<file path="config.mk">
export PLATFORM = sky130hd
export DESIGN_NAME = dcw_decoder
export DESIGN_NICKNAME = d
export VERILOG_FILES = /design/src/core/dcw_pkg.sv /design/src/core/dcw_decoder.sv /design/src/core/dcw_sync.sv /design/src/core/dcw_gate.sv
export SDC_FILE = /design/constraint.sdc
export NUM_CORES = 1
export LEC_CHECK = 0
export ABC_AREA = 1
export BUFFER_PORTS_ARGS = -buffer_cell sky130_fd_sc_hd__buf_2
export CORE_MARGIN = 2
export CORE_UTILIZATION = 45
export DETAILED_ROUTE_END_ITERATION = 10
export PLACE_DENSITY = 0.75
export REMOVE_ABC_BUFFERS = 1
export SKIP_CTS_REPAIR_TIMING = 1
export SLEW_MARGIN = 10
export SYNTH_ARGS = -nofsm -noshare
export SYNTH_HDL_FRONTEND = slang
export SYNTH_SLANG_ARGS = --single-unit
</file>
<file path="constraint.sdc">
create_clock -name ref_clk -period 1 [get_ports ref_clk]
set_input_delay 0.05 -clock ref_clk [delete_from_list [all_inputs] [get_ports ref_clk]]
set_output_delay 0.05 -clock ref_clk [all_outputs]
set_load 0.05 [all_outputs]
</file>
<file path="src/core/dcw_pkg.sv">
// shared constants and carrier types for the drive command word decoder
package dcw_pkg;

    // data width of every holding register
    localparam int          WORD_W          = 16;

    // holding register numbers, primary map
    localparam logic [15:0] REG_CMD_WORD    = 16'hc350;
    localparam logic [15:0] REG_BUS_REF     = 16'hc35a;
    localparam logic [15:0] REG_STATE_WORD  = 16'hc418;
    localparam logic [15:0] REG_MAIN_VALUE  = 16'hc422;
    // holding register numbers, lower alias map
    localparam logic [15:0] REG_CMD_ALIAS   = 16'h0afa;
    localparam logic [15:0] REG_REF_ALIAS   = 16'h0afb;
    localparam logic [15:0] REG_STATE_ALIAS = 16'h0b5e;
    localparam logic [15:0] REG_MAIN_ALIAS  = 16'h0b5f;

    // reset values
    localparam logic [15:0] CMD_RESET       = 16'h0000;
    localparam logic [15:0] REF_RESET       = 16'h0000;

    // command word bit positions
    localparam int          BIT_PRESET_LSB  = 0;
    localparam int          BIT_PRESET_MSB  = 1;
    localparam int          BIT_DC_BRAKE_N  = 2;
    localparam int          BIT_COAST_N     = 3;
    localparam int          BIT_QSTOP_N     = 4;
    localparam int          BIT_HOLD_N      = 5;
    localparam int          BIT_START       = 6;
    localparam int          BIT_RESET       = 7;
    localparam int          BIT_JOG         = 8;
    localparam int          BIT_RAMP2       = 9;
    localparam int          BIT_VALID       = 10;
    localparam int          BIT_RELAY1      = 11;
    localparam int          BIT_RELAY2      = 12;
    localparam int          BIT_SETUP       = 13;
    localparam int          BIT_UNUSED      = 14;
    localparam int          BIT_REVERSE     = 15;

    // relay function settings that hand a relay to the command word
    localparam logic [7:0]  RELAY1_BY_CMD   = 8'h24;
    localparam logic [7:0]  RELAY2_BY_CMD   = 8'h25;
    // active set-up value meaning multi set-up
    localparam logic [3:0]  SETUP_MULTI     = 4'h9;
    // full scale of reference and main value (100 percent)
    localparam logic [15:0] REF_FULL_SCALE  = 16'h4000;

    // gating selection between pin and bus
    typedef enum logic [1:0] {
        GATE_PIN = 2'b00,
        GATE_BUS = 2'b01,
        GATE_AND = 2'b10,
        GATE_OR  = 2'b11
    } dcw_gate_e;

    // register access kinds after decode
    typedef enum logic [2:0] {
        RK_NONE  = 3'b000,
        RK_CMD   = 3'b001,
        RK_REF   = 3'b010,
        RK_STATE = 3'b011,
        RK_MAIN  = 3'b100
    } dcw_kind_e;

    // decoded drive actions
    typedef struct packed {
        logic [1:0] presetSel;   // preset reference index
        logic       dcBrake;     // dc braking and stop
        logic       coast;       // output stage off
        logic       quickStop;   // quick-stop ramp
        logic       freezeFreq;  // hold output frequency
        logic       rampStop;    // ramp to stop
        logic       tripReset;   // one-cycle trip clear
        logic       jog;         // jog speed
        logic       rampSet2;    // second ramp set
        logic       relay1Own;   // relay 1 follows command word
        logic       relay1On;    // relay 1 energised
        logic       relay2Own;   // relay 2 follows command word
        logic       relay2On;    // relay 2 energised
        logic       setupOwn;    // set-up selection effective
        logic       setupSel2;   // set-up two selected
        logic       reverse;     // reverse direction
    } dcw_cmd_s;

    // holding register access request
    typedef struct packed {
        logic        req;        // access strobe
        logic        write;      // 1 write, 0 read
        logic [15:0] addr;       // register number
        logic [15:0] wdata;      // write data
    } dcw_reg_req_s;

endpackage

</file>
<file path="src/core/dcw_decoder.sv">
// command word decoder with holding register map and drive action outputs
`timescale 1ns/1ps

// What this block does
// - command bits 01/00 pick preset reference one to four.
// - bit 02 low means dc brake and stop; high means normal ramping.
// - bit 03 low shuts the output stage off so the motor coasts.
// - bit 04 low ramps down with the quick-stop ramp.
// - bit 05 low freezes output frequency; only speed pins change it.
// - while frozen only coast, dc brake or their pins stop the drive.
// - bit 06 low ramps to stop; high permits start.
// - trip cleared only on a rising edge of bit 07.
// - bit 08 high runs at jog speed.
// - bit 09 selects ramp set one or two.
// - bit 10 low makes the whole command word ignored.
// - bit 11 drives relay 1 only when its function is 36.
// - bit 12 drives relay 2 only when its function is 37.
// - bit 13 picks set-up two, effective only under multi set-up 9.
// - bit 15 reverses when reversing source is bus, or, and.
// - preset, coast, start, set-up bits gate with pins per selection.
// - command, reference at 50000/50010; state, value at 50200/50210.
// - aliases 02810/02811 and 02910/02911 behave like the primaries.
// - reference and main value are signed, 16384 equals 100 percent.
module dcw_decoder #(
    parameter int DATA_W = dcw_pkg::WORD_W
) (
    input  wire logic                 ref_clk,       // control clock
    input  wire logic                 resetn,        // sync reset, low
    input  wire logic                 clkEn,         // clock enable
    input  wire dcw_pkg::dcw_reg_req_s regIn,        // register access
    output logic [DATA_W-1:0]         regRdata,      // read data
    output logic                      regAck,        // access done
    output logic                      regErr,        // access refused
    input  wire logic [DATA_W-1:0]    driveStateWord, // drive state
    input  wire logic [DATA_W-1:0]    outputFreqValue, // output freq
    input  wire logic [1:0]           pinPresetSel,  // preset pins
    input  wire logic                 pinCoastReq,   // coast pin
    input  wire logic                 pinStart,      // start pin
    input  wire logic                 pinSetup2,     // set-up pin
    input  wire logic                 pinReverse,    // reverse pin
    input  wire logic                 pinDcBrake,    // dc brake pin
    input  wire logic                 pinCoastStop,  // coast stop pin
    input  wire logic                 pinResetCoast, // reset+coast pin
    input  wire dcw_pkg::dcw_gate_e   gatePreset,    // preset gating
    input  wire dcw_pkg::dcw_gate_e   gateCoast,     // coast gating
    input  wire dcw_pkg::dcw_gate_e   gateStart,     // start gating
    input  wire dcw_pkg::dcw_gate_e   gateSetup,     // set-up gating
    input  wire dcw_pkg::dcw_gate_e   gateReverse,   // reverse gating
    input  wire logic [7:0]           relay1Func,    // relay 1 function
    input  wire logic [7:0]           relay2Func,    // relay 2 function
    input  wire logic [3:0]           activeSetup,   // active set-up
    output dcw_pkg::dcw_cmd_s         driveCmd,      // decoded actions
    output logic [DATA_W-1:0]         busReference   // speed reference
);

    // the register map and field layout are fixed at sixteen bits
    if (DATA_W != dcw_pkg::WORD_W) begin
        $error("dcw_decoder: DATA_W must be 16");
    end

    // all state of this block
    typedef struct packed {
        logic [DATA_W-1:0] cmdWord;   // last accepted command word
        logic [DATA_W-1:0] busRef;    // bus speed reference
        logic              prevReset; // reset bit of previous word
        logic [DATA_W-1:0] rdData;    // read data register
        logic              ack;       // access acknowledge
        logic              err;       // access refused
        dcw_pkg::dcw_cmd_s cmd;       // registered drive actions
    } dcw_state_s;

    dcw_state_s state_q;
    dcw_state_s state_d;

    // map a register number, primary or alias, to its register
    function automatic dcw_pkg::dcw_kind_e regKind(
        input logic [15:0] addr
    );
        dcw_pkg::dcw_kind_e k;
        k = dcw_pkg::RK_NONE;
        case (addr)
            dcw_pkg::REG_CMD_WORD,   dcw_pkg::REG_CMD_ALIAS:
                k = dcw_pkg::RK_CMD;
            dcw_pkg::REG_BUS_REF,    dcw_pkg::REG_REF_ALIAS:
                k = dcw_pkg::RK_REF;
            dcw_pkg::REG_STATE_WORD, dcw_pkg::REG_STATE_ALIAS:
                k = dcw_pkg::RK_STATE;
            dcw_pkg::REG_MAIN_VALUE, dcw_pkg::REG_MAIN_ALIAS:
                k = dcw_pkg::RK_MAIN;
            default:
                k = dcw_pkg::RK_NONE;
        endcase
        return k;
    endfunction

    // synchronised pin levels; pins come from outside the clock domain
    logic [1:0] sPresetSel;
    logic       sCoastReq;
    logic       sStart;
    logic       sSetup2;
    logic       sReverse;
    logic       sDcBrake;
    logic       sCoastStop;
    logic       sResetCoast;

    dcw_sync #(
        .W (9)
    ) u_sync (
        .ref_clk (ref_clk),
        .resetn  (resetn),
        .clkEn   (clkEn),
        .pinIn   ({pinPresetSel, pinCoastReq, pinStart, pinSetup2,
                   pinReverse, pinDcBrake, pinCoastStop, pinResetCoast}),
        .syncOut ({sPresetSel, sCoastReq, sStart, sSetup2,
                   sReverse, sDcBrake, sCoastStop, sResetCoast})
    );

    // bus side of each gated function, taken from the held word
    logic [DATA_W-1:0] cw;
    logic [1:0]        busPreset;
    logic              busCoast;
    logic              busStart;
    logic              busSetup2;
    logic              busReverse;

    assign cw         = state_q.cmdWord;
    assign busPreset  = {cw[dcw_pkg::BIT_PRESET_MSB],
                         cw[dcw_pkg::BIT_PRESET_LSB]};
    assign busCoast   = ~cw[dcw_pkg::BIT_COAST_N];
    assign busStart   = cw[dcw_pkg::BIT_START];
    assign busSetup2  = cw[dcw_pkg::BIT_SETUP];
    assign busReverse = cw[dcw_pkg::BIT_REVERSE];

    // combined bus and pin values
    logic [1:0] gPreset;
    logic       gCoast;
    logic       gStart;
    logic       gSetup2;
    logic       gReverse;

    // each function has its own gating selection
    dcw_gate #(.W(2)) u_gate_preset (
        .sel    (gatePreset),
        .busVal (busPreset),
        .pinVal (sPresetSel),
        .outVal (gPreset)
    );

    dcw_gate #(.W(1)) u_gate_coast (
        .sel    (gateCoast),
        .busVal (busCoast),
        .pinVal (sCoastReq),
        .outVal (gCoast)
    );

    dcw_gate #(.W(1)) u_gate_start (
        .sel    (gateStart),
        .busVal (busStart),
        .pinVal (sStart),
        .outVal (gStart)
    );

    dcw_gate #(.W(1)) u_gate_setup (
        .sel    (gateSetup),
        .busVal (busSetup2),
        .pinVal (sSetup2),
        .outVal (gSetup2)
    );

    // pin-only selection leaves the bus bit without effect
    dcw_gate #(.W(1)) u_gate_reverse (
        .sel    (gateReverse),
        .busVal (busReverse),
        .pinVal (sReverse),
        .outVal (gReverse)
    );

    // next state: register access, word acceptance and action decode
    always_comb begin
        dcw_pkg::dcw_kind_e kind;
        logic               newWord;
        logic               frozen;
        logic               hardStop;
        logic [DATA_W-1:0]  wordIn;

        state_d  = state_q;
        kind     = regKind(regIn.addr);
        newWord  = 1'b0;
        wordIn   = regIn.wdata;
        frozen   = 1'b0;
        hardStop = 1'b0;

        // acknowledge and error are single-cycle pulses
        state_d.ack = 1'b0;
        state_d.err = 1'b0;

        if (regIn.req) begin
            state_d.ack = 1'b1;
            if (regIn.write) begin
                case (kind)
                    dcw_pkg::RK_CMD: begin
                        // an invalid word leaves the held word untouched
                        if (wordIn[dcw_pkg::BIT_VALID]) begin
                            wordIn[dcw_pkg::BIT_UNUSED] = 1'b0;
                            state_d.cmdWord = wordIn;
                            newWord = 1'b1;
                        end
                    end
                    dcw_pkg::RK_REF: begin
                        state_d.busRef = regIn.wdata;
                    end
                    default: begin
                        // read-only or unmapped register
                        state_d.err = 1'b1;
                    end
                endcase
            end else begin
                case (kind)
                    dcw_pkg::RK_CMD:   state_d.rdData = state_q.cmdWord;
                    dcw_pkg::RK_REF:   state_d.rdData = state_q.busRef;
                    dcw_pkg::RK_STATE: state_d.rdData = driveStateWord;
                    dcw_pkg::RK_MAIN:  state_d.rdData = outputFreqValue;
                    default: begin
                        state_d.rdData = '0;
                        state_d.err    = 1'b1;
                    end
                endcase
            end
        end

        // trip clear fires once per accepted word whose reset bit rose
        state_d.cmd.tripReset = 1'b0;
        if (newWord) begin
            state_d.prevReset = wordIn[dcw_pkg::BIT_RESET];
            if (wordIn[dcw_pkg::BIT_RESET]
                && !state_q.prevReset) begin
                state_d.cmd.tripReset = 1'b1;
            end
        end

        // actions follow the held word, so they persist between writes
        frozen = ~cw[dcw_pkg::BIT_HOLD_N];
        state_d.cmd.presetSel  = gPreset;
        state_d.cmd.dcBrake    = ~cw[dcw_pkg::BIT_DC_BRAKE_N]
                                 | sDcBrake;
        state_d.cmd.coast      = gCoast | sCoastStop
                                 | sResetCoast;
        state_d.cmd.freezeFreq = frozen;
        hardStop = state_d.cmd.dcBrake | state_d.cmd.coast;

        // a frozen drive ignores ramped stops; only hard stops act
        if (frozen) begin
            state_d.cmd.quickStop = 1'b0;
            state_d.cmd.rampStop  = 1'b0;
        end else begin
            state_d.cmd.quickStop = ~cw[dcw_pkg::BIT_QSTOP_N]
                                    & ~hardStop;
            state_d.cmd.rampStop  = ~gStart & ~hardStop;
        end

        state_d.cmd.jog      = cw[dcw_pkg::BIT_JOG];
        state_d.cmd.rampSet2 = cw[dcw_pkg::BIT_RAMP2];

        // relays: unowned relay keeps whatever its other function says
        state_d.cmd.relay1Own = (relay1Func == dcw_pkg::RELAY1_BY_CMD);
        state_d.cmd.relay1On  = state_d.cmd.relay1Own
                                & cw[dcw_pkg::BIT_RELAY1];
        state_d.cmd.relay2Own = (relay2Func == dcw_pkg::RELAY2_BY_CMD);
        state_d.cmd.relay2On  = state_d.cmd.relay2Own
                                & cw[dcw_pkg::BIT_RELAY2];

        // set-up choice only counts under multi set-up
        state_d.cmd.setupOwn  = (activeSetup == dcw_pkg::SETUP_MULTI);
        state_d.cmd.setupSel2 = state_d.cmd.setupOwn & gSetup2;

        state_d.cmd.reverse   = gReverse;
    end

    // reset clears every action and loads a zero command word
    always_ff @(posedge ref_clk) begin
        if (!resetn) begin
            state_q.cmdWord   <= dcw_pkg::CMD_RESET;
            state_q.busRef    <= dcw_pkg::REF_RESET;
            state_q.prevReset <= 1'b0;
            state_q.rdData    <= '0;
            state_q.ack       <= 1'b0;
            state_q.err       <= 1'b0;
            state_q.cmd       <= '0;
        end else if (clkEn) begin
            state_q <= state_d;
        end
    end

    // every output straight from the state register
    assign regRdata     = state_q.rdData;
    assign regAck       = state_q.ack;
    assign regErr       = state_q.err;
    assign driveCmd     = state_q.cmd;
    assign busReference = state_q.busRef;

endmodule

</file>
<file path="src/core/dcw_sync.sv">
// two-stage synchroniser for asynchronous pin inputs
`timescale 1ns/1ps
module dcw_sync #(
    parameter int W = 1
) (
    input  wire logic         ref_clk,  // control clock
    input  wire logic         resetn,   // sync reset, active low
    input  wire logic         clkEn,    // clock enable
    input  wire logic [W-1:0] pinIn,    // raw pin levels
    output logic      [W-1:0] syncOut   // synchronised levels
);
    logic [W-1:0] meta_q;

    // first stage feeds only the second
    always_ff @(posedge ref_clk) begin
        if (!resetn) begin
            meta_q  <= '0;
            syncOut <= '0;
        end else if (clkEn) begin
            meta_q  <= pinIn;
            syncOut <= meta_q;
        end
    end
endmodule

</file>
<file path="src/core/dcw_gate.sv">
// combines a bus command bit with its pin counterpart
`timescale 1ns/1ps
module dcw_gate #(
    parameter int W = 1
) (
    input  wire dcw_pkg::dcw_gate_e sel,     // gating selection
    input  wire logic [W-1:0]       busVal,  // value from command word
    input  wire logic [W-1:0]       pinVal,  // value from digital input
    output logic      [W-1:0]       outVal   // combined value
);
    // pure combinational; the caller registers the result
    always_comb begin
        case (sel)
            dcw_pkg::GATE_PIN: outVal = pinVal;
            dcw_pkg::GATE_BUS: outVal = busVal;
            dcw_pkg::GATE_AND: outVal = busVal & pinVal;
            dcw_pkg::GATE_OR:  outVal = busVal | pinVal;
            default:           outVal = pinVal;
        endcase
    end
endmodule

</file>
# --- After elaboration in Yosys (flattened, before gate mapping) ---
# Index checks and enable logic that the tools add are counted.
op_classes:
  eq_ne: 30
  n_mux: 19
  bitwise: 26
  n_reduce_logical: 17
ops:
  columns: ["cell", "n"]
  rows:
  - ["16-bit by 12-bit == test with 1-bit output, second input constant", 4]
  - ["16-bit == test, second input constant", 4]
  - ["16-bit one-hot mux with 4 select lines", 1]
  - ["2-bit == test, second input constant", 10]
  - ["8-bit by 6-bit == test with 1-bit output, second input constant", 2]
  - ["1-bit one-hot mux with 4 select lines", 4]
  - ["3-bit one-hot mux with 4 select lines", 1]
  - ["1-bit two-way mux", 11]
  - ["2-bit by 1-bit == test with 1-bit output, second input constant", 5]
  - ["2-bit logical NOT", 5]
  - ["2-bit OR reduction", 5]
  - ["1-bit AND", 9]
  - ["1-bit OR", 8]
  - ["2-bit one-hot mux with 4 select lines", 1]
  - ["1-bit NOT", 7]
  - ["3-bit by 2-bit == test with 1-bit output, second input constant", 2]
  - ["5-bit AND reduction", 1]
  - ["4-bit == test, second input constant", 1]
  - ["4-bit AND reduction", 1]
  - ["4-bit OR reduction", 1]
  - ["3-bit by 1-bit == test with 1-bit output, second input constant", 1]
  - ["3-bit == test, second input constant", 1]
  - ["3-bit AND reduction", 1]
  - ["2-bit AND", 1]
  - ["other kinds (5)", 5]
totals:
  reg_bits: 85
  inputBits: 108

# --- Logic depth before layout (Yosys ltp) ---
# Gate-level depths: netlist of run 1.
logic_depth:
  ltp_word: 9
  mapped_depth: 11

# --- Cells and area by module ---
# Synthesis of run 1 repeated with hierarchy kept, for this count alone.
hier_totals:
  cells_unflattened: 697
  hier_area_um2: 4570.6
by_module_without_submodules:
  columns: ["mod", "n_inst", "cells_per_inst", "area_each_um2"]
  rows:
  - ["dcw_decoder", 1, 532, 3606.0]
  - ["dcw_sync", 1, 114, 760.7]
  - ["dcw_gate (u_gate_coast ...)", 4, 9, 36.3]
  - ["dcw_gate (u_gate_preset)", 1, 15, 58.8]

# --- Least setup slack after synthesis of run 1 ---
# Ideal clock, no wire load.
synth_timing:
  path_kind: "input port to flip-flop"
  from: "input port regIn[29] (netlist bit)"
  to: "register state_q (netlist bit busReference[10])"
  arrival_ns: 0.997
  required_ns: 0.884
  path_slack_ns: -0.113
  path_stages: 9
  path_cell_list: "nor2_1 > nand2_1 > nor2_1 > nand2_1 > nand2_4 > nand2_4 > clkbuf_2 > o21ai_0 > nor2_1"
synth_via:
  elab_chain_len: 5
synth_rtl:
  columns: ["item", "line_no", "source"]
  rows:
  - ["start, declared", "dcw_decoder.sv:30", "input wire dcw_pkg::dcw_reg_req_s regIn,"]
  - ["16-bit == test / 16-bit by 12-bit == test with 1-bit output (equally long branches)", "dcw_decoder.sv:81", "case (addr)"]
  - ["2-bit OR reduction", "dcw_decoder.sv:81", null]
  - ["3-bit one-hot mux with 4 select lines *", "dcw_decoder.sv:81", null]
  - ["3-bit by 2-bit == test with 1-bit output *", "dcw_decoder.sv:200", "case (kind)"]
  - ["4-bit AND reduction (no source line) *", null, null]
  - ["end signal, assigned", "dcw_decoder.sv:290", "state_q <= state_d;"]
  - ["end, declared", "dcw_decoder.sv:72", "dcw_state_s state_q;"]
# Mark *: on every way between the ends. The rest lies on a longest branch, timed or not.
# A chain may end at the register's enable or synchronous reset.

# --- Worst setup path in the final report of run 1 ---
layout_timing:
  from: "register state_q (netlist bit cw[3])"
  to: "register state_q (netlist bit driveCmd[10])"
layout_via:
  elab_chain_len: 9
layout_rtl:
  columns: ["item", "line_no", "source"]
  rows:
  - ["1-bit NOT *", "dcw_decoder.sv:129", "assign busCoast = ~cw[dcw_pkg::BIT_COAST_N];"]
  - ["1-bit OR / 1-bit AND (equally long branches)", "dcw_gate.sv:17, dcw_gate.sv:16", null]
  - ["1-bit one-hot mux with 4 select lines *", "dcw_gate.sv:13", "case (sel)"]
  - ["1-bit OR *", "dcw_decoder.sv:246", "state_d.cmd.coast = gCoast | sCoastStop"]
  - ["1-bit OR *", "dcw_decoder.sv:247", "| sResetCoast;"]
  - ["1-bit OR *", "dcw_decoder.sv:249", "hardStop = state_d.cmd.dcBrake | state_d.cmd.coast;"]
  - ["1-bit NOT *", "dcw_decoder.sv:258", "state_d.cmd.rampStop = ~gStart & ~hardStop;"]
  - ["1-bit AND *", "dcw_decoder.sv:258", null]
  - ["1-bit two-way mux *", "dcw_decoder.sv:252", "if (frozen) begin"]
# Marked as above.

==> results by group, run 1 <==
Place
  • Setup WS pre-CTS: -0.366 ns
  • Gpl congestion: 0.796
  • Dpl cells: 888
  • IO buf count: 158
  • Placed Area: ~5000 sq um
  • Post-DP HPWL: 8670 um

Critical path
  • Worst Setup EP: driveCmd[10]
  • WP depth: 8
  • Worst path slowest cell: dfxtp_2
  • Worst setup path category: register to register
  • CP top delay family: simple AND/OR/NAND/NOR gates
  • CP endpoint kind: register
  • CP Launch Type: register
  • Crit path arrival time: 1.37 ns
  • CP Launch Point: cw[3]
  • Crit path buffers/inverters: 0
  • Worst r2r src: cw[3]
  • Setup slack, reg-to-reg: -0.08 ns
  • Reg2reg path depth: 8
  • Worst-path maximum fanout: 3
  • Crit path cell chain: o21ai_1 -> nand2_1 -> nand2_2 -> a21oi_2 -> nand2_1 -> nor2_2 -> nand3_1 -> a21oi_2
  • Worst path max stage delay: 0.34 ns
  • CP Data Required Time: ~1.3 ns
  • R2r endpoint: driveCmd[10]

Die
  • Die X: 102 um
  • Die area: roughly 10,000 sq um
  • Area of the core: 9280 sq um
  • Top Ports: between 150 and 200
  • DIE HEIGHT: just over 100 um
  • Initial Util: 46.6%
  • Rows: 35

Layout
  • Diode count: 0
  • Ratio of cells with drive above 1 in the final layout: around two fifths
  • Fin util: 69.2%
  • Syn-to-layout area delta: 48.3%
  • Non-Filler Instances: roughly 940
  • Nets@finish: 915
  • Final Instance Area: between 6000 and 7000 sq um

STA
  • Setup Skew: 0.0107 ns
  • Fin. max-slew vios: 0
  • Worst-margin pin slew: 0.465 ns
  • Period Utilization, post-route: 108%
  • RSZ-0062 raised after global routing: yes
  • Final Setup Violations: 27
  • Hold WS: -0.0373 ns
  • Fin crit period: ~1.1 ns
  • Final worst setup slack: -0.0801 ns
  • Slew HR: 68.6%
  • Final hold vios: 6
  • Fmax: approximately 930 MHz

Global routing
  • Met3 Usage GRT: under 10%
  • Met2 Usage GRT: between 30% and 40%
  • Peak-usage layer in the global routing report: met2
  • Global Route Usage Sum: 21.8%
  • Initial antenna violation count: 0
  • Largest net degree at the start of global routing: 43
  • Vias in the first global route: about 4,000
  • Global route overflow: 0
  • GR Util met1: 27.0%
  • Global-route wire length before repair: 18,100 um

Power
  • P per Cell Area: about 1100 nW/um^2
  • Tot Pwr: 7.21 mW
  • Worst ir drop on vdd: 0.904 mV
  • Pleak: 2.99 nW

Route
  • Antenna Nets Post-Route: 0
  • Initial DRC count: 288
  • DR WL/cell: 14.9 um
  • TritonRoute pass-1 iters: 5
  • Routed vias/inst: around 5
  • Routed wire length: between 10,000 and 15,000 um
  • Remaining DRCs: 0
  • Vias after detailed routing: between 4,000 and 5,000

Synthesis
  • Seq/Total Area, Yosys: 39.3%
  • Flops & latches, synth: 85
  • Syn_area_per_cell: 6.70 sq um
  • Post-synth cell types: 32
  • Synth warnings: 0
  • Cell count after synthesis: approximately 650
  • Post-synthesis cell area: 4330 sq um

Clocking
  • CTS tree: done
  • Clock Path Buffers: 2
  • Clk_lat worst skew: about 0.36 ns
  • Clk slew on worst S/H paths: about 0.080 ns
  • CTS Buf Count: 9
  • # H-tree levels: 3
  • Clock Sinks: 85
  • CTS root buf: clkbuf_8

Worst hold path
  • Min-Delay Path Class: input pin to register

Run
  • Max_cap viols: 0

Outcome
  • Failing checks: negative hold slack, negative setup slack
  • Status: finished with violations
-- sequential cells by signal (all words and copies together), names as in the netlist --
| signal | cells |
|---|---|
| regErr | 1 |
| cw | 15 |
| state_q | 1 |
| regRdata | 16 |
| driveCmd | 17 |
| busReference | 16 |
| regAck | 1 |
| u_sync.meta_q | 9 |
| u_sync.syncOut | 9 |
-- cell families (layout without fill, tap and decap cells) --
logic type | after synthesis | in the layout | share of synthesized area, %
AO/OA/AOI/OAI | 123 | 123 | 15.0
buffers and inverters | 120 | 286 | 15.8
AND/OR/NAND/NOR | 318 | 318 | 29.9
flip-flops | 85 | 85 | 39.3
-- area by class of cell --
type                    instances  area [sq um]
repair inverters                1          7.51
clock buffers                   9           124
fillers                       727          2860
repair buffers                223          1840
well taps                     129           161
inverters                      46           186
multi-input cells             441          2290
flip-flops and latches         85          1720
clock inverters                 7          96.3
-- metal layers --
layer | part of all wire [%] | wire, um | vias up
met1 | 39 | 5510 | 2162
met2 | 51 | 7190 | 201
met3 | 7.2 | 1010 | 37
met5 | 0 | 0 | -
met4 | 2.4 | 343 | 0
li1 | - | - | 2323
-- worst register-to-register path: cells and delay by family, from the launching register on --
kind | cells | cell delay (ns)
simple gates | 5 | 0.39
flops | 1 | 0.34
compound gates | 3 | 0.30
-- cell usage in the layout, fill, tap and decap left out, types with 3 or more instances in the layout --
| master | instances |
|---|---|
| nand2_1 | 144 |
| buf_2 | 98 |
| nor2_1 | 78 |
| dfxtp_1 | 74 |
| buf_4 | 49 |
| a21oi_1 | 43 |
| o21ai_0 | 40 |
| inv_1 | 37 |
| nand2_2 | 35 |
| buf_6 | 30 |
| dlygate4sd3_1 | 24 |
| o21ai_1 | 17 |
| nor2_2 | 16 |
| nor2_4 | 14 |
| nand2_4 | 13 |
| dfxtp_2 | 11 |
| clkbuf_8 | 9 |
| nand3_1 | 8 |
| buf_12 | 8 |
| clkbuf_16 | 7 |
| o21ai_2 | 5 |
| a21oi_2 | 5 |
| clkbuf_4 | 5 |
| inv_2 | 4 |
| a211oi_2 | 4 |
| inv_6 | 3 |
-- worst min-delay path by stage --
stage	depth (start not counted)	from	slack, ns	end
CTS	3	pinCoastReq	-0.1	u_sync.meta_q[6]
global route	4	relay1Func[4]	0.009	driveCmd[5]
global placement	3	pinResetCoast	0.27	u_sync.meta_q[0]
detailed placement	3	pinCoastReq	0.28	u_sync.meta_q[6]
floorplan	1	clkEn	0.14	driveCmd[11]
finish	3	regIn[3]	-0.04	busReference[3]
-- report_power, final --
| part | internal, mW | leakage [nW] | switching, mW |
|---|---|---|---|
| Sequential | 3.46 | 0.697 | 0.0360 |
| Clock | 1.43 | 0.114 | 1.32 |
| Combinational | 0.444 | 2.18 | 0.523 |
-- cell usage after synthesis --
cell       number  area (sq um)
nand2_1       186           698
nor2_1        101           379
dfxtp_1        85          1700
o21ai_0        50           250
buf_4          49           368
a21oi_1        48           240
inv_1          41           154
clkbuf_1       15          56.3
o21ai_1        12          60.1
nand3_1         9          45.0
nor2_2          7          43.8
a211oi_1        6          45.0
buf_6           6          67.6
clkinv_1        3          11.3
nand2_2         3          18.8
nand2_4         3          33.8
clkbuf_2        2          10.0
nand4_1         2          12.5
nor4_1          2          12.5
nor4b_1         2          17.5
o211ai_1        2          15.0
o21bai_1        2          15.0
a21boi_0        1          7.51
buf_1           1          3.75
buf_2           1          5.00
clkinv_2        1          5.00
inv_2           1          3.75
nand3_4         1          17.5
nand3b_1        1          7.51
nor3b_1         1          7.51
o2111ai_1       1          8.76
o311ai_0        1          8.76
-- stage by stage --
stage	setup TNS, ns	hold WS (ns)
6_report	-1.04	-0.0373
5_1_grt	-3.25	0.00932
4_1_cts	-2.05	-0.0981
3_5_place_dp	-18.58	0.277
3_3_place_gp	-14.95	0.271
2_1_floorplan	-6.96	0.139
Power figures use the tool's default switching activity.
==> run 2, diff against run 1 <==
Settings changed: CORE_MARGIN 2 to 5.
==> run 2 against run 1 <==
The run still ends with negative hold slack, negative setup slack left. Register-to-register slack got worse by 0.05 ns. Design area is 0.70% lower. Via count rose by 0.28%. Sequential power about the same. Critical endpoint is now driveCmd[12].
==> results by group, run 2 (synthesized netlist as in run 1, its figures left out) <==
Critical path
  • CP Launch Type: register
  • Worst r2r src: cw[3]
  • Setup slack, reg-to-reg: -0.13 ns (-0.05 ns)
  • Worst setup path category: register to register
  • CP Data Required Time: 1.30 ns (about the same)
  • Worst-path maximum fanout: 3 (unchanged)
  • Reg2reg path depth: 8 (unchanged)
  • CP endpoint kind: register
  • Crit path arrival time: 1.43 ns (+0.06 ns)
  • R2r endpoint: driveCmd[12]

Place
  • Placed Area: 5090 sq um (+0.35%)
  • IO buf count: 158 (unchanged)
  • Gpl congestion: 0.862 (+8.3%)
  • Post-DP HPWL: 9460 um (+9.1%)

STA
  • RSZ-0062 raised after global routing: yes
  • Hold WS: -0.0454 ns (-0.00807 ns)
  • Fin. max-slew vios: 0 (unchanged)
  • Fmax: 885 MHz (-4.4%)
  • Setup Skew: 0.00692 ns (-0.00383 ns)
  • Final worst setup slack: -0.130 ns (-0.0498 ns)
  • Fin crit period: 1.13 ns (+0.0498 ns)
  • Worst-margin pin slew: 0.419 ns (-0.0463 ns)
  • Final hold vios: 5 (-1)
  • Period Utilization, post-route: 113% (+5.0 points)
  • Slew HR: 71.7% (+3.1 points)
  • Final Setup Violations: 12 (-56%)
  • Setup TNS: -0.495 ns (+0.547 ns)

Power
  • Psw: 1.75 mW (-6.9%)
  • Sw frac: 24.1% (-2.0 points)
  • Share of power burned in registers: 48.0% (-0.5 points)
  • Part of the power in the clock network: 38.9% (+0.8 points)
  • Combinational Power Share: 13.1% (-0.3 points)
  • Power Internal: 5.51 mW (+3.5%)
  • Worst ir drop on vdd: 0.927 mV (+2.5%)
  • P per Cell Area: 1140 nW/um^2 (+1.5%)
  • Pleak: 2.96 nW (-1.2%)

Route
  • Routed wire length: 14,700 um (+4.7%)
  • Remaining DRCs: 0 (unchanged)
  • Initial DRC count: 247 (-14%)
  • TritonRoute pass-1 iters: 5 (unchanged)
  • DR WL/cell: 15.6 um (+4.7%)
  • Antenna Nets Post-Route: 0 (unchanged)
  • Vias after detailed routing: 4,736 (+0.28%)
  • Routed vias/inst: 5.03 (+0.28%)

Clocking
  • Clk slew on worst S/H paths: 0.08 ns (about the same)
  • CTS Buf Count: 9 (unchanged)
  • CTS tree: done
  • CTS root buf: clkbuf_8
  • # H-tree levels: 3 (unchanged)
  • Clock Path Buffers: 2 (unchanged)
  • Clk_lat worst skew: 0.35 ns (about the same)
  • Clock Sinks: 85 (unchanged)

Global routing
  • Vias in the first global route: 4,339 (+8.5%)
  • Global Route Usage Sum: 20.9% (-0.96 points)
  • Largest net degree at the start of global routing: 43 (unchanged)
  • Global-route wire length before repair: 19,500 um (+7.8%)
  • Initial antenna violation count: 0 (unchanged)
  • Global route overflow: 0 (unchanged)

Worst hold path
  • Min-Delay Path Class: input pin to register
  • Hold path cells: 3 (unchanged)
  • Worst Hold Endpoint: busReference[3]
  • Worst hold start: regIn[3]

Layout
  • FILL cells: 745 (+2.5%)
  • Nets@finish: 915 (unchanged)
  • Largest register FFs: 17 (unchanged)
  • Most frequent cells in the layout: nand2_1 (133), buf_2 (101), nor2_1 (84)
  • Final Instance Area: 6370 sq um (-0.70%)
  • Commonest non-fill, non-tap cell in the layout: nand2_1
  • Syn-to-layout area delta: 47.2%
  • Ratio of cells with drive above 1 in the final layout: 41.6% (+1.2 points)

Die
  • DIE HEIGHT: 108 um (+5.9%)
  • Rows: 35 (unchanged)
  • Die area: 11,700 sq um (+12%)
  • Area of the core: 9330 sq um (+0.47%)
  • Initial Util: 46.4% (-0.22 points)
  • Top Ports: 159 (unchanged)
  • Die X: 108 um (+5.9%)

Run
  • Max_cap viols: 0 (unchanged)

Outcome
  • Status: finished with violations
  • Failing checks: negative hold slack, negative setup slack
[run 2: power groups by stage]
stage / Sequential (mW) / Clock, mW / Combinational [mW]
global route: 3.50 / 3.02 / 1.04
detailed placement: 3.57 / 0 / 0.749
floorplan: 3.65 / 0 / 0.237
CTS: 3.49 / 2.88 / 0.754
finish: 3.49 / 2.82 / 0.951
global placement: 3.56 / 0 / 0.723
[run 2: layout make-up]
cell class / count / area (sq um) / area share [%]
multi-input combinational: 441 / 2300 / 36.0
timing repair buffer: 223 / 1780 / 27.9
sequential: 85 / 1720 / 27.0
inverter: 46 / 184 / 2.89
tap: 129 / 161 / 2.53
clock buffer: 10 / 128 / 2.00
clock inverter: 5 / 100 / 1.57
timing repair inverter: 1 / 7.51 / 0.118
antenna: 1 / 2.50 / 0.0393
[run 2: worst max path at each step]
stage	start	end	slack, ns	cells past startpoint
after floorplan	clkEn	driveCmd[5]	-0.32	4
after global placement	regIn[29]	busReference[10]	-0.29	10
after detailed placement	regIn[29]	driveCmd[9]	-0.37	10
after CTS	cw[3]	driveCmd[10]	-0.21	8
after global routing	cw[3]	driveCmd[10]	-0.22	8
final	cw[3]	driveCmd[12]	-0.13	8
[run 2: layer usage]
layer  share of wire [%]  vias up  GRT usage [%]
li1                    -     2324              -
met4                 4.9        0           7.12
met2                  52      184           38.4
met3                 6.1       63           4.66
met5                   0        -              0
met1                  37     2165           23.7
[run 2: worst max-delay path: stages, from the launching register on]
cell	delay, ns
dfxtp_2	0.36
o21ai_2	0.05
nand2_1	0.05
nand2_1	0.05
a21oi_2	0.13
nand2_1	0.08
nor2_2	0.15
nand2_1	0.09
a21oi_2	0.12
[run 2: per-stage QoR]
stage / util (%) / cells / power (mW) / worst slack [ns]
4_1_cts: 57.1 / 907 / 7.12 / -0.210
3_5_place_dp: 54.6 / 892 / 4.31 / -0.374
2_1_floorplan: - / 572 / 3.89 / -0.323
6_report: 68.3 / 941 / 7.26 / -0.130
5_1_grt: 68.3 / 940 / 7.56 / -0.223
3_3_place_gp: 54.6 / 892 / 4.29 / -0.291
